===== src/core/adc_ctrl_pkg.sv =====
package adc_ctrl_pkg;
	localparam int BUS_WIDTH = 16;

	// boot source, picked by the two select pins at power-up
	typedef enum logic [1:0] {
		BOOT_ROM      = 2'b00,
		BOOT_DSP      = 2'b01,
		BOOT_EPROM    = 2'b10,
		BOOT_PARALLEL = 2'b11
	} boot_source_t;

	typedef enum logic [1:0] {
		CFG_WAIT    = 2'b00,
		CFG_LOAD    = 2'b01,
		CFG_DONE    = 2'b10,
		CFG_PARTIAL = 2'b11
	} cfg_state_t;

	// pins that cross into the sys_clk domain together
	typedef struct packed {
		logic                 standby;
		logic                 filter_sync;
		logic                 restart_n;
		logic                 frame_sync;
		logic                 cs_n;
		logic                 read;
		logic                 reg_sel;
		logic [BUS_WIDTH-1:0] bus;
	} pin_sample_t;

	// word written by the host: instruction when is_instr
	typedef struct packed {
		logic                 is_instr;
		logic [BUS_WIDTH-1:0] data;
	} host_word_t;

	localparam int BOOT_SEL_HI_BIT = 15;
	localparam int BOOT_SEL_LO_BIT = 14;

	localparam int ROM_PULSE_CYCLES = 8;
	localparam logic [3:0] ROM_PULSE_LOAD = 4'h8;
	localparam logic [1:0] STRAP_SAMPLE_AT = 2'h2;

	localparam int INSTR_CONFIGURE = 0;
	localparam int INSTR_START     = 1;
	localparam int INSTR_STOP      = 2;

	localparam int STAT_LOW_POWER  = 0;
	localparam int STAT_CONFIGURED = 1;
	localparam int STAT_CONVERTING = 2;
	localparam int STAT_SETTLED    = 3;
	localparam int STAT_PARTIAL    = 4;
	localparam int STAT_WORD_READY = 5;
endpackage


===== src/core/word_buffer.sv =====
`timescale 1ns/1ps
module word_buffer import adc_ctrl_pkg::*; #(
	parameter int WIDTH = 16,
	parameter int DEPTH = 2
) (
	input  wire logic             sys_clk,
	input  wire logic             reset,
	input  wire logic             in_valid,
	input  wire logic [WIDTH-1:0] in_data,
	output logic                  in_ready,
	output logic                  out_valid,
	output logic [WIDTH-1:0]      out_data,
	input  wire logic             out_ready
);
	localparam int AW = (DEPTH > 1) ? $clog2(DEPTH) : 1;
	localparam int CW = $clog2(DEPTH + 1);

	initial begin
		if (DEPTH < 2 || WIDTH < 1)
			$error("word_buffer needs DEPTH >= 2 and WIDTH >= 1");
	end

	logic [WIDTH-1:0] mem [DEPTH];
	logic [AW-1:0]    wr_ptr;
	logic [AW-1:0]    rd_ptr;
	logic [CW-1:0]    count;
	logic [CW-1:0]    next_count;
	logic             push;
	logic             pop;

	function automatic logic [AW-1:0] bump(input logic [AW-1:0] p);
		bump = (p == AW'(DEPTH - 1)) ? '0 : p + AW'(1);
	endfunction

	assign push = in_valid && in_ready;
	assign pop = out_valid && out_ready;
	// head word sits in its own flop so the reader never sees a memory mux
	always_ff @(posedge sys_clk) begin
		if (reset)
			out_data <= '0;
		else if (pop && count > CW'(1))
			out_data <= mem[bump(rd_ptr)];
		else if (push && (count == '0 || (pop && count == CW'(1))))
			out_data <= in_data;
	end

	always_comb begin
		next_count = count;
		if (push && !pop)
			next_count = count + CW'(1);
		else if (pop && !push)
			next_count = count - CW'(1);
	end

	always_ff @(posedge sys_clk) begin
		if (push)
			mem[wr_ptr] <= in_data;
	end

	// ready and valid are registered so both sides see flop outputs
	always_ff @(posedge sys_clk) begin
		if (reset) begin
			wr_ptr <= '0;
			rd_ptr <= '0;
			count <= '0;
			in_ready <= 1'b1;
			out_valid <= 1'b0;
		end else begin
			if (push)
				wr_ptr <= bump(wr_ptr);
			if (pop)
				rd_ptr <= bump(rd_ptr);
			count <= next_count;
			in_ready <= (next_count != CW'(DEPTH));
			out_valid <= (next_count != '0);
		end
	end
endmodule


===== src/core/adc_postproc_control_port.sv =====
`timescale 1ns/1ps
module adc_postproc_control_port import adc_ctrl_pkg::*; #(
	parameter int SEQ_WIDTH     = 8,
	parameter int SETTLE_CYCLES = 64,
	parameter int BUF_DEPTH     = 2
) (
	input  wire logic                 sys_clk,
	input  wire logic                 reset,
	input  wire logic                 low_power_request,
	input  wire logic                 filter_sync_request,
	input  wire logic                 config_restart_n,
	input  wire logic                 frame_sync_input,
	input  wire logic                 register_select,
	input  wire logic                 read_not_write,
	input  wire logic                 soe_cs_in,
	output logic                      serial_output_enable_irq,
	output logic                      soe_drive_n,
	input  wire logic [BUS_WIDTH-1:0] data_bus_in,
	output logic [BUS_WIDTH-1:0]      data_bus_out,
	output logic [BUS_WIDTH-1:0]      data_bus_drive_n,
	input  wire logic                 cfg_busy,
	input  wire logic                 cfg_success,
	input  wire logic                 cfg_error,
	output logic                      cfg_start,
	output boot_source_t              boot_source,
	output logic                      config_done_ok,
	output logic                      low_power,
	output logic                      core_reset,
	output logic                      conv_run,
	output logic [SEQ_WIDTH-1:0]      seq_count,
	output logic                      data_settled,
	input  wire logic                 conv_valid,
	input  wire logic [BUS_WIDTH-1:0] conv_data,
	output logic                      conv_ready,
	output logic                      serial_valid,
	output logic [BUS_WIDTH-1:0]      serial_word,
	input  wire logic                 serial_ready,
	output host_word_t                host_word,
	output logic                      host_word_valid
);
	localparam int SW = $clog2(SETTLE_CYCLES + 1);
	initial begin
		if (SEQ_WIDTH < 1 || SETTLE_CYCLES < 1 || BUF_DEPTH < 2)
			$error("adc_postproc_control_port: bad parameter");
	end

	pin_sample_t          pins_meta, pins, pins_prev;
	cfg_state_t           cfg_state;
	logic [1:0]           strap_count;
	logic [3:0]           rom_count;
	logic [SW-1:0]        settle_count;
	logic [BUS_WIDTH-1:0] status_word;
	logic                 strap_done, strap_pulse, run_cmd, dsp_irq, buf_pop, parallel;
	logic                 low_power_request_rise, low_power_request_fall, restart_fall, restart_rise, cs_fall, cs_rise;
	logic                 host_write, instr_write, cfg_ok, dsp_set, start_req;

	// the shared pin is a chip select input only in parallel mode
	assign parallel = strap_done && (boot_source == BOOT_PARALLEL);

	// first stage feeds only the second
	always_ff @(posedge sys_clk) begin
		if (reset) begin
			pins_meta <= '0;
			pins <= '0;
			pins_prev <= '0;
		end else begin
			pins_meta <= {low_power_request, filter_sync_request, config_restart_n, frame_sync_input,
				soe_cs_in, read_not_write, register_select, data_bus_in};
			pins <= pins_meta;
			pins_prev <= pins;
		end
	end

	assign low_power_request_rise = pins.standby && !pins_prev.standby;
	assign low_power_request_fall = !pins.standby && pins_prev.standby;
	assign restart_fall = !pins.restart_n && pins_prev.restart_n;
	assign restart_rise = pins.restart_n && !pins_prev.restart_n;
	assign cs_fall = parallel && !pins.cs_n && pins_prev.cs_n;
	assign cs_rise = parallel && pins.cs_n && !pins_prev.cs_n;
	assign host_write = cs_rise && !pins.read;
	assign instr_write = host_write && pins.reg_sel;
	assign cfg_ok = cfg_success && cfg_state == CFG_LOAD && !pins.standby;
	assign dsp_set = strap_pulse || restart_rise || cfg_ok;
	assign strap_pulse = !strap_done && strap_count == STRAP_SAMPLE_AT;

	always_comb begin
		start_req = 1'b0;
		if (parallel)
			start_req = instr_write && pins.bus[INSTR_CONFIGURE] && !pins.standby;
		else if (strap_pulse)
			start_req = !(pins.bus[BOOT_SEL_HI_BIT] && pins.bus[BOOT_SEL_LO_BIT]);
		else if (strap_done && restart_rise)
			start_req = 1'b1;
		else if (strap_done && low_power_request_fall && cfg_state == CFG_PARTIAL)
			start_req = 1'b1;
	end

	// select pins are caught once after power-on reset, never again
	always_ff @(posedge sys_clk) begin
		if (reset) begin
			strap_count <= '0;
			strap_done <= 1'b0;
			boot_source <= BOOT_ROM;
		end else if (strap_pulse) begin
			strap_done <= 1'b1;
			boot_source <= boot_source_t'({pins.bus[BOOT_SEL_HI_BIT], pins.bus[BOOT_SEL_LO_BIT]});
		end else if (!strap_done) begin
			strap_count <= strap_count + 2'h1;
		end
	end

	always_ff @(posedge sys_clk) begin
		if (reset) begin
			cfg_state <= CFG_WAIT;
		end else if (low_power_request_rise && cfg_state == CFG_LOAD) begin
			cfg_state <= CFG_PARTIAL;
		end else if (restart_fall) begin
			cfg_state <= CFG_WAIT;
		end else begin
			case (cfg_state)
				CFG_WAIT: begin
					if (start_req)
						cfg_state <= CFG_LOAD;
				end
				CFG_LOAD: begin
					if (cfg_ok)
						cfg_state <= CFG_DONE;
					else if (cfg_error)
						cfg_state <= CFG_WAIT;
				end
				CFG_DONE: begin
					// standby leaves a finished load untouched
					if (start_req)
						cfg_state <= CFG_LOAD;
				end
				CFG_PARTIAL: begin
					if (start_req)
						cfg_state <= CFG_LOAD;
					else if (low_power_request_fall && parallel)
						cfg_state <= CFG_WAIT;
				end
				default: cfg_state <= CFG_WAIT;
			endcase
		end
	end

	always_ff @(posedge sys_clk) begin
		if (reset) begin
			cfg_start <= 1'b0;
			config_done_ok <= 1'b0;
		end else begin
			cfg_start <= start_req;
			config_done_ok <= !parallel && strap_done && cfg_state == CFG_DONE;
		end
	end

	// parallel mode needs a start instruction, and again after standby
	always_ff @(posedge sys_clk) begin
		if (reset || low_power_request_rise || cfg_state != CFG_DONE)
			run_cmd <= 1'b0;
		else if (instr_write && pins.bus[INSTR_STOP])
			run_cmd <= 1'b0;
		else if (instr_write && pins.bus[INSTR_START])
			run_cmd <= 1'b1;
	end

	always_ff @(posedge sys_clk) begin
		if (reset) begin
			low_power <= 1'b0;
			core_reset <= 1'b1;
			conv_run <= 1'b0;
		end else begin
			low_power <= pins.standby;
			core_reset <= pins.filter_sync || pins.standby;
			conv_run <= !pins.standby && cfg_state == CFG_DONE && (run_cmd || (strap_done && !parallel));
		end
	end

	always_ff @(posedge sys_clk) begin
		if (reset || pins.filter_sync)
			seq_count <= '0;
		else if (conv_run)
			seq_count <= seq_count + SEQ_WIDTH'(1);
	end

	// data flagged valid only once the filter has refilled
	always_ff @(posedge sys_clk) begin
		if (reset || pins.filter_sync || !conv_run) begin
			settle_count <= '0;
			data_settled <= 1'b0;
		end else if (settle_count != SW'(SETTLE_CYCLES)) begin
			settle_count <= settle_count + SW'(1);
		end else begin
			data_settled <= 1'b1;
		end
	end

	// set beats a frame sync in the same cycle
	always_ff @(posedge sys_clk) begin
		if (reset)
			dsp_irq <= 1'b0;
		else if (dsp_set)
			dsp_irq <= 1'b1;
		else if (pins.frame_sync)
			dsp_irq <= 1'b0;
	end

	always_ff @(posedge sys_clk) begin
		if (reset)
			rom_count <= '0;
		else if (cfg_ok && boot_source == BOOT_ROM)
			rom_count <= ROM_PULSE_LOAD;
		else if (rom_count != '0)
			rom_count <= rom_count - 4'h1;
	end

	always_ff @(posedge sys_clk) begin
		if (reset) begin
			serial_output_enable_irq <= 1'b0;
			soe_drive_n <= 1'b1;
		end else begin
			soe_drive_n <= !strap_done || parallel;
			case (boot_source)
				BOOT_DSP: serial_output_enable_irq <= dsp_irq;
				BOOT_ROM: serial_output_enable_irq <= (rom_count != '0);
				BOOT_EPROM: serial_output_enable_irq <= !(cfg_state == CFG_LOAD || cfg_start);
				default: serial_output_enable_irq <= 1'b1;
			endcase
		end
	end

	always_comb begin
		status_word = '0;
		status_word[STAT_LOW_POWER] = low_power;
		status_word[STAT_CONFIGURED] = (cfg_state == CFG_DONE);
		status_word[STAT_CONVERTING] = conv_run;
		status_word[STAT_SETTLED] = data_settled;
		status_word[STAT_PARTIAL] = (cfg_state == CFG_PARTIAL);
		status_word[STAT_WORD_READY] = serial_valid;
	end

	// a conversion read takes the buffered word; status reads leave it
	assign buf_pop = parallel ? (cs_fall && pins.read && !pins.reg_sel) : serial_ready;

	always_ff @(posedge sys_clk) begin
		if (reset) begin
			data_bus_out <= '0;
			data_bus_drive_n <= '1;
		end else begin
			if (cs_fall && pins.read)
				data_bus_out <= pins.reg_sel ? status_word : serial_word;
			if (parallel && !pins.cs_n && pins.read)
				data_bus_drive_n <= '0;
			else
				data_bus_drive_n <= '1;
		end
	end

	always_ff @(posedge sys_clk) begin
		if (reset) begin
			host_word <= '0;
			host_word_valid <= 1'b0;
		end else begin
			host_word_valid <= host_write;
			if (host_write)
				host_word <= {pins.reg_sel, pins.bus};
		end
	end
	word_buffer #(
		.WIDTH (BUS_WIDTH),
		.DEPTH (BUF_DEPTH)
	) u_result_buffer (
		.sys_clk   (sys_clk),
		.reset     (reset),
		.in_valid  (conv_valid && conv_run),
		.in_data   (conv_data),
		.in_ready  (conv_ready),
		.out_valid (serial_valid),
		.out_data  (serial_word),
		.out_ready (buf_pop)
	);

	chk_lp_entry: assert property (@(posedge sys_clk) disable iff (reset)
		$rose(pins.standby) |=> low_power ##0 !conv_run) else $error("standby not entered");
	chk_cfg_kept: assert property (@(posedge sys_clk) disable iff (reset)
		low_power_request_rise && cfg_state == CFG_DONE && !restart_fall |=> cfg_state == CFG_DONE)
		else $error("configuration lost in standby");
	chk_partial_restart: assert property (@(posedge sys_clk) disable iff (reset)
		low_power_request_fall && cfg_state == CFG_PARTIAL && !parallel && strap_done |=> cfg_start ##0 cfg_state == CFG_LOAD)
		else $error("partial load not restarted");
	chk_sync_hold: assert property (@(posedge sys_clk) disable iff (reset)
		pins.filter_sync |=> seq_count == '0 && core_reset) else $error("sync did not hold sequencer");
	chk_settle_gap: assert property (@(posedge sys_clk) disable iff (reset)
		$fell(data_settled) |-> !data_settled [*8]) else $error("settled flag too early");
	chk_eprom_enable: assert property (@(posedge sys_clk) disable iff (reset)
		boot_source == BOOT_EPROM && cfg_state == CFG_LOAD |=> !serial_output_enable_irq)
		else $error("eprom not enabled while loading");
	chk_dsp_irq_set: assert property (@(posedge sys_clk) disable iff (reset)
		boot_source == BOOT_DSP && cfg_ok |=> ##1 serial_output_enable_irq)
		else $error("dsp interrupt missing after load");
	chk_fsi_clear: assert property (@(posedge sys_clk) disable iff (reset)
		pins.frame_sync && !dsp_set |=> !dsp_irq) else $error("frame sync did not clear interrupt");
	chk_rom_pulse: assert property (@(posedge sys_clk) disable iff (reset)
		boot_source == BOOT_ROM && cfg_ok ##1 !cfg_ok [*8] |-> !$past(serial_output_enable_irq, 7) &&
		$past(serial_output_enable_irq, 6) && serial_output_enable_irq ##1 serial_output_enable_irq
		##1 !serial_output_enable_irq)
		else $error("rom pulse not eight cycles");
	chk_read_drive: assert property (@(posedge sys_clk) disable iff (reset)
		cs_fall && pins.read |=> data_bus_drive_n == '0 ##0 data_bus_out == $past(pins.reg_sel ? status_word : serial_word))
		else $error("read did not drive bus");
	chk_write_capture: assert property (@(posedge sys_clk) disable iff (reset)
		host_write |=> host_word_valid && host_word.data == $past(pins.bus)) else $error("write not captured");
	chk_strap_stable: assert property (@(posedge sys_clk) disable iff (reset)
		strap_done |=> $stable(boot_source)) else $error("boot source changed after power-up");
	chk_bus_release: assert property (@(posedge sys_clk) disable iff (reset)
		pins.cs_n |=> data_bus_drive_n == '1) else $error("bus driven with chip select high");
endmodule


===== config.mk =====
export PLATFORM = sky130hd
export DESIGN_NAME = adc_postproc_control_port
export DESIGN_NICKNAME = d
export VERILOG_FILES = /design/src/core/adc_ctrl_pkg.sv /design/src/core/word_buffer.sv /design/src/core/adc_postproc_control_port.sv
export SDC_FILE = /design/constraint.sdc
export NUM_CORES = 1
export LEC_CHECK = 0
export BUFFER_PORTS_ARGS = -buffer_cell sky130_fd_sc_hd__buf_2
export CELL_PAD_IN_SITES_DETAIL_PLACEMENT = 2
export CELL_PAD_IN_SITES_GLOBAL_PLACEMENT = 2
export CORE_MARGIN = 8
export CORE_UTILIZATION = 35
export CTS_CLUSTER_SIZE = 16
export DETAILED_ROUTE_END_ITERATION = 8
export PLACE_DENSITY_LB_ADDON = 0.1
export SYNTH_ARGS = -nofsm -noshare
export SYNTH_HDL_FRONTEND = slang
export SYNTH_SLANG_ARGS = --single-unit

===== constraint.sdc =====
create_clock -name sys_clk -period 2.3 [get_ports sys_clk]
set_input_delay 0.115 -clock sys_clk [delete_from_list [all_inputs] [get_ports sys_clk]]
set_output_delay 0.115 -clock sys_clk [all_outputs]
set_load 0.02 [all_outputs]

-- Word-level counts from Yosys, hierarchy flattened
Memory sizes are Yosys's and may differ from the RTL's.
Cells that the tools add are included.
- bits in registers: 156
- memory bits (writable): 32
- output and inout port bits: 86
- logic and storage cells: 180
- memories kept: 1
- memories (name ; depth ; width ; rd ports ; clocked after Yosys merged registers in ; wr ports ; line ; source):
    u_result_buffer.mem ; 2 ; 16 ; 1 ; 0 ; 1 ; word_buffer.sv:23 ; logic [WIDTH-1:0] mem [DEPTH];
- $add $sub $neg: 8
- $lt $le $gt $ge: 1
- equal/unequal tests: 14
- multiplexer cells: 28
- bitwise logic cells: 2
- reduce and logical (&&, ||, !) cells: 79
- operators by type and width (kind ; count):
    $mux 16 ; 4
    $logic_and 1x1->1 ; 40
    $mux 2 ; 9
    $logic_not 1->1 ; 15
    $logic_or 1x1->1 ; 11
    $mux 1 ; 11
    $eq 2x2->1 const B ; 5
    $add 8x1->8 const B ; 1
    $mux 4 ; 2
    $reduce_bool 2->1 ; 4
    $add 7x1->7 const B ; 1
    $ne 7x7->1 const B ; 1
    $eq 2x1->1 const B ; 3
    $logic_not 2->1 ; 3
    $pmux 2 s3 ; 1
    $reduce_or 2->1 ; 3
    $ne 5x1->1 const B ; 1
    $ne 5x5->1 const B ; 1
    $add 2x1->2 const B ; 2
    $ne 2x2->1 const B ; 2
    $ne 4x1->1 const B ; 1
    $reduce_bool 4->1 ; 1
    $sub 4x1->4 const B ; 1
    $pmux 1 s3 ; 1
    6 further kinds ; 8

-- Logic depth before layout (Yosys ltp)
- depth in word-level cells: 13
- gate-level depth with buffers: 9

-- By module
A second synthesis with hierarchy kept.
- cell total of the unflattened synthesis: 602
- area, all modules: 6555.0 µm²
- modules (own cells, without submodules) (module ; instances ; cells an instance ; area each (µm²) ; sequential area each (µm²)):
    adc_postproc_control_port ; 1 ; 460 ; 4350.4 ; 2382.3
    word_buffer ; 1 ; 142 ; 2204.6 ; 1401.3

-- Worst setup path after synthesis
OpenSTA, ideal clock, no wires.
- kind: reg-to-reg
- start point: register conv_run
- end point: memory u_result_buffer.mem[0][0], enable pin
- setup time: 389 ps
- arrival time: 1743 ps
- data required time: 1911 ps
- path slack: 169 ps
- stages on the path, launching flop included: 4
- path buffers: 1
- clock period less this slack: 2131 ps
- path through: dfxtp_1 clkbuf_1 nand3_1 nor2_1
- cells in the longest elaborated chain, start to end: 4
- RTL lines (what ; line ; source):
    start: declaration ; adc_postproc_control_port.sv:29 ; output logic conv_run,
    start signal: assignment ; adc_postproc_control_port.sv:175 ; conv_run <= !pins.standby && cfg_state == CFG_DONE && (run_cmd || (strap_done && !parallel));
    $logic_and 1x1->1 ; adc_postproc_control_port.sv:275 ; .in_valid (conv_valid && conv_run),
    $logic_and 1x1->1 ; word_buffer.sv:35 ; assign push = in_valid && in_ready;
    $mux 1 ; word_buffer.sv:56 ; if (push)
    $mux 1 (not written as such) ; word_buffer.sv:57 ; mem[wr_ptr] <= in_data;
    end: declaration ; word_buffer.sv:23 ;
Every way passes these cells.

-- Worst setup path after layout
- start point: register boot_source[0]
- end point: register u_result_buffer.out_data[14]
- cells in the longest elaborated chain, start to end: 12
- elaborated cells on any way between the ends: 14
- classes of those cells: 1 x eq/ne; 2 x mux; 11 x reduce/logical
- RTL lines (what ; line ; source):
    start: declaration ; adc_postproc_control_port.sv:25 ; output boot_source_t boot_source,
    start signal: assignment ; adc_postproc_control_port.sv:106 ; boot_source <= boot_source_t'({pins.bus[BOOT_SEL_HI_BIT], pins.bus[BOOT_SEL_LO_BIT]});
    $eq 2x2->1 (*) ; adc_postproc_control_port.sv:58 ; assign parallel = strap_done && (boot_source == BOOT_PARALLEL);
    $logic_and 1x1->1 (*) ; adc_postproc_control_port.sv:58 ;
    $logic_and 1x1->1 (2 in a row) ; adc_postproc_control_port.sv:78 ; assign cs_fall = parallel && !pins.cs_n && pins_prev.cs_n;
    $logic_and 1x1->1 (2 in a row) ; adc_postproc_control_port.sv:243 ; assign buf_pop = parallel ? (cs_fall && pins.read && !pins.reg_sel) : serial_ready;
    $mux 1 (*) ; adc_postproc_control_port.sv:243 ;
    $logic_and 1x1->1 (*) ; word_buffer.sv:36 ; assign pop = out_valid && out_ready;
    $logic_and 1x1->1 ; word_buffer.sv:43 ; else if (push && (count == '0 || (pop && count == CW'(1))))
    $logic_or 1x1->1 ; word_buffer.sv:43 ;
    $logic_and 1x1->1 ; word_buffer.sv:43 ;
    $reduce_bool 2->1 (no source line) ; - ;
    end signal: assignment ; word_buffer.sv:42 ; out_data <= mem[bump(rd_ptr)];
    end signal: assignment ; word_buffer.sv:44 ; out_data <= in_data;
    end: declaration ; word_buffer.sv:12 ; output logic [WIDTH-1:0] out_data,
Every way passes the cells marked *; elsewhere a longest branch is shown, timed or not.
A chain may end at the register's enable or synchronous reset.

==> run_results.csv <==
group,metric,value,unit
run_status,outcome,"finished clean",
timing,holdWs,0.0775,ns
grt,grt-ovfl-total,0,
power,switching_power,1.86,mW
critical_path,cp.arrival,2.27,ns
yosys,dominantRegCellSynth,"dfxtp_1",
critical_path,worst-setup-path-type,"flop to flop",
timing,final-hold-violation-count,0,
grt,first_global_vias,5483,
yosys,synth-seq-area-share,57.8,%
critical_path,rr_startpoint,"boot_source[0]",
floorplan,start_util,35.3,%
power,pwr-share-seq,47.5,%
critical_path,cp.required,2.62,ns
timing,fin_crit,1.95,ns
yosys,synth_seq_cells,173,
power,power.density,848,mW/mm²
power,ir_worst_vdd,0.000510,V
grt,antenna_found_initial,0,
routing,firstDrtPassIters,4,
critical_path,endpoint_kind,"flop",
floorplan,die_h,153,µm
grt,grt_pass1_wl,29600,µm
timing,fin_setup_tns,0,ns
yosys,async_flop_share,0,%
timing,setup_viol,0,
floorplan,io_pins,132,
floorplan,chipWidth,153,µm
finish,syn2layout_area_growth,27.0,%
place,dp_hpwl,12500,µm
timing,fmax,512,MHz
routing,drt_iter0_markers,176,
routing,wl_per_cell,18.0,µm
finish,antenna_cells,0,
critical_path,path_max_fanout,16,
timing,slew_headroom,64.2,%
clock_network,clock_sinks,173,
yosys,synth_edf_count,32,
place,gp_congestion,0.723,
clock_network,ctsLongestPathBuffers,2,
grt,grt_usage,15.9,%
routing,avgViaCountPerCell,4.81,
clock_network,path_clk_slew,0.07,ns
critical_path,critPathLaunch,"boot_source[0]",
power,netSwitchingFraction,26.4,%
power,leakage,3.21,nW
clock_network,post_cts_buffers,0,
routing,vias,4865,
floorplan,dieArea,0.0233,mm²
yosys,synth.area.top_cells,"dfxtp_1, edfxtp_1, nor2b_1",
finish,regArea,0.00378,mm²
yosys,synth_top_area_share,43.1,%
floorplan,rows,50,
timing,fin_worst_skew,0.00839,ns
clock_network,worstSkewPairLatency,0.43,ns
yosys,ys_warn_count,0,
timing,drv_slew,0,
clock_network,cts_tree,"done",
finish,fill_cells,1949,
yosys,ys_types,49,
power,p_comb_share,12.8,%
finish,drive_gt1_share,26.9,%
timing,fin_crit_sh,84.9,%
critical_path,cp-start-kind,"flop",
clock_network,cts_max_level,4,
yosys,synth_common_cells,"dfxtp_1, nand2_1, nor2b_1",
yosys,synth_top_area_cell,"dfxtp_1",
min_path,hold_class,"input port to flop",
clock_network,cts_root_buffer,"clkbuf_16",
routing,drtAntennaViolNets,0,
min_path,worstHoldStart,"reset",
finish,multi_input_area,0.00245,mm²
timing,tightest_slew,0.537,ns
routing,drc,0,
yosys,synth_cells,607,
grt,grt_max_degree,51,
timing,rsz0062_at_grt,"no",
place,portBuffers,130,
finish,nets,818,
routing,routed_wl,18200,µm
power,power.internal,5.19,mW
yosys,synth_area,0.00655,mm²
clock_network,cts_buffers,17,
job,cap_violations,0,
floorplan,core,0.0185,mm²
yosys,synthesis.nets,661,
yosys,avgSynthCellArea,10.8,µm²
yosys,yosysMostFrequentCell,"dfxtp_1",
power,pwr-share-clk,39.8,%
[metrics by stage]
| step | instance area, µm² | power, mW | util [%] | setup WS (ns) | std cells |
|---|---|---|---|---|---|
| after floorplan | 6550 | 3.98 | - | 0.169 | 607 |
| final | 8310 | 7.05 | 44.9 | 0.347 | 1011 |
| after global routing | 8310 | 7.41 | 44.9 | 0.158 | 1011 |
| after CTS | 8310 | 7.16 | 44.9 | 0.313 | 1011 |
| after global placement | 7340 | 4.20 | 39.7 | 0.431 | 940 |
| after detailed placement | 7340 | 4.27 | 39.7 | 0.319 | 940 |
[per-layer routing]
| layer | track usage [%] | wire [µm] | part of all wire [%] | vias to the layer above |
|---|---|---|---|---|
| li1 | - | - | - | 2383 |
| met1 | 17.4 | 7570 | 42 | 2391 |
| met2 | 29.4 | 9740 | 54 | 74 |
| met3 | 4.62 | 640 | 3.5 | 17 |
| met4 | 3.96 | 197 | 1.1 | 0 |
| met5 | 0 | 0 | 0 | - |
[layout make-up]
type	count	area share (%)
clock inverters	13	1.61
clock buffers	19	5.34
multi-input cells	375	29.5
repair buffers	184	13.9
flip-flops and latches	173	45.5
inverters	13	0.587
well taps	234	3.52
[power groups by stage]
stage                     logic, mW  registers (mW)  clock network [mW]
after floorplan               0.565            3.42                   0
after global placement        0.793            3.40                   0
after detailed placement      0.854            3.42                   0
after CTS                     0.916            3.35                2.89
after global routing          0.996            3.37                3.05
final                         0.899            3.35                2.80
[worst paths after layout]
path | endpoint | slack (ns) | cells past startpoint
worst max-delay path | u_result_buffer.out_data[14] | 0.35 | 6
worst min-delay path | low_power | 0.08 | 2
worst max register to register | u_result_buffer.out_data[14] | 0.35 | 6
worst min register to register | pins[3] | 0.44 | 1
[cells by family (layout without fill, tap and decap cells)]
family / count (synthesis) / count (layout) / synth area share [%]
xor+xnor: 17 / 17 / 2.28
flops: 173 / 173 / 57.8
fa+ha+maj: 8 / 8 / 1.53
compound gates: 85 / 85 / 9.44
simple gates: 224 / 224 / 17.6
mux: 41 / 41 / 6.60
buf+inv: 59 / 229 / 4.70
[repair_timing]
action | in CTS | in global routing
hold buffers | 39 | 0
gates resized for setup | 0 | 0
hold endpoints to repair | 58 | 0
[cells in the final DEF, fill, tap and decap left out, types with 3 or more instances in the layout]
master	instances
nand4_1	5
nand3_1	12
mux2i_1	24
clkbuf_16	17
nand3b_1	11
nand2_1	61
mux2_2	17
dfxtp_1	141
xnor2_1	9
clkinv_4	5
nor3_1	5
or3_1	4
o22ai_1	3
nand4b_1	3
o2bb2ai_1	6
nor2_1	49
inv_1	13
buf_2	129
o2bb2ai_2	10
a311oi_1	3
a211oi_1	8
edfxtp_1	32
nand2b_1	8
buf_4	16
o21ai_0	7
dlygate4sd3_1	39
ha_1	8
xor2_1	8
and3_1	6
nor2b_1	51
a21oi_1	39
[critical path, cell delays in order (launching register included)]
cell and delay (ns):
dfxtp_1 0.50, nand4_1 0.21, o22a_4 0.32, nor3_4 0.11, buf_4 0.33, mux2i_1 0.29, o2bb2ai_2 0.08
[registers in the layout, indices dropped and copies added, names as in the netlist, 4 cells and up]
register                  flops
u_result_buffer.out_data     16
pins_meta                    23
data_bus_out                 16
host_word                    17
seq_count                     8
settle_count                  7
u_result_buffer.mem          32
pins                         23
rom_count                     4
No activity file was read; power rests on OpenSTA's default activity.
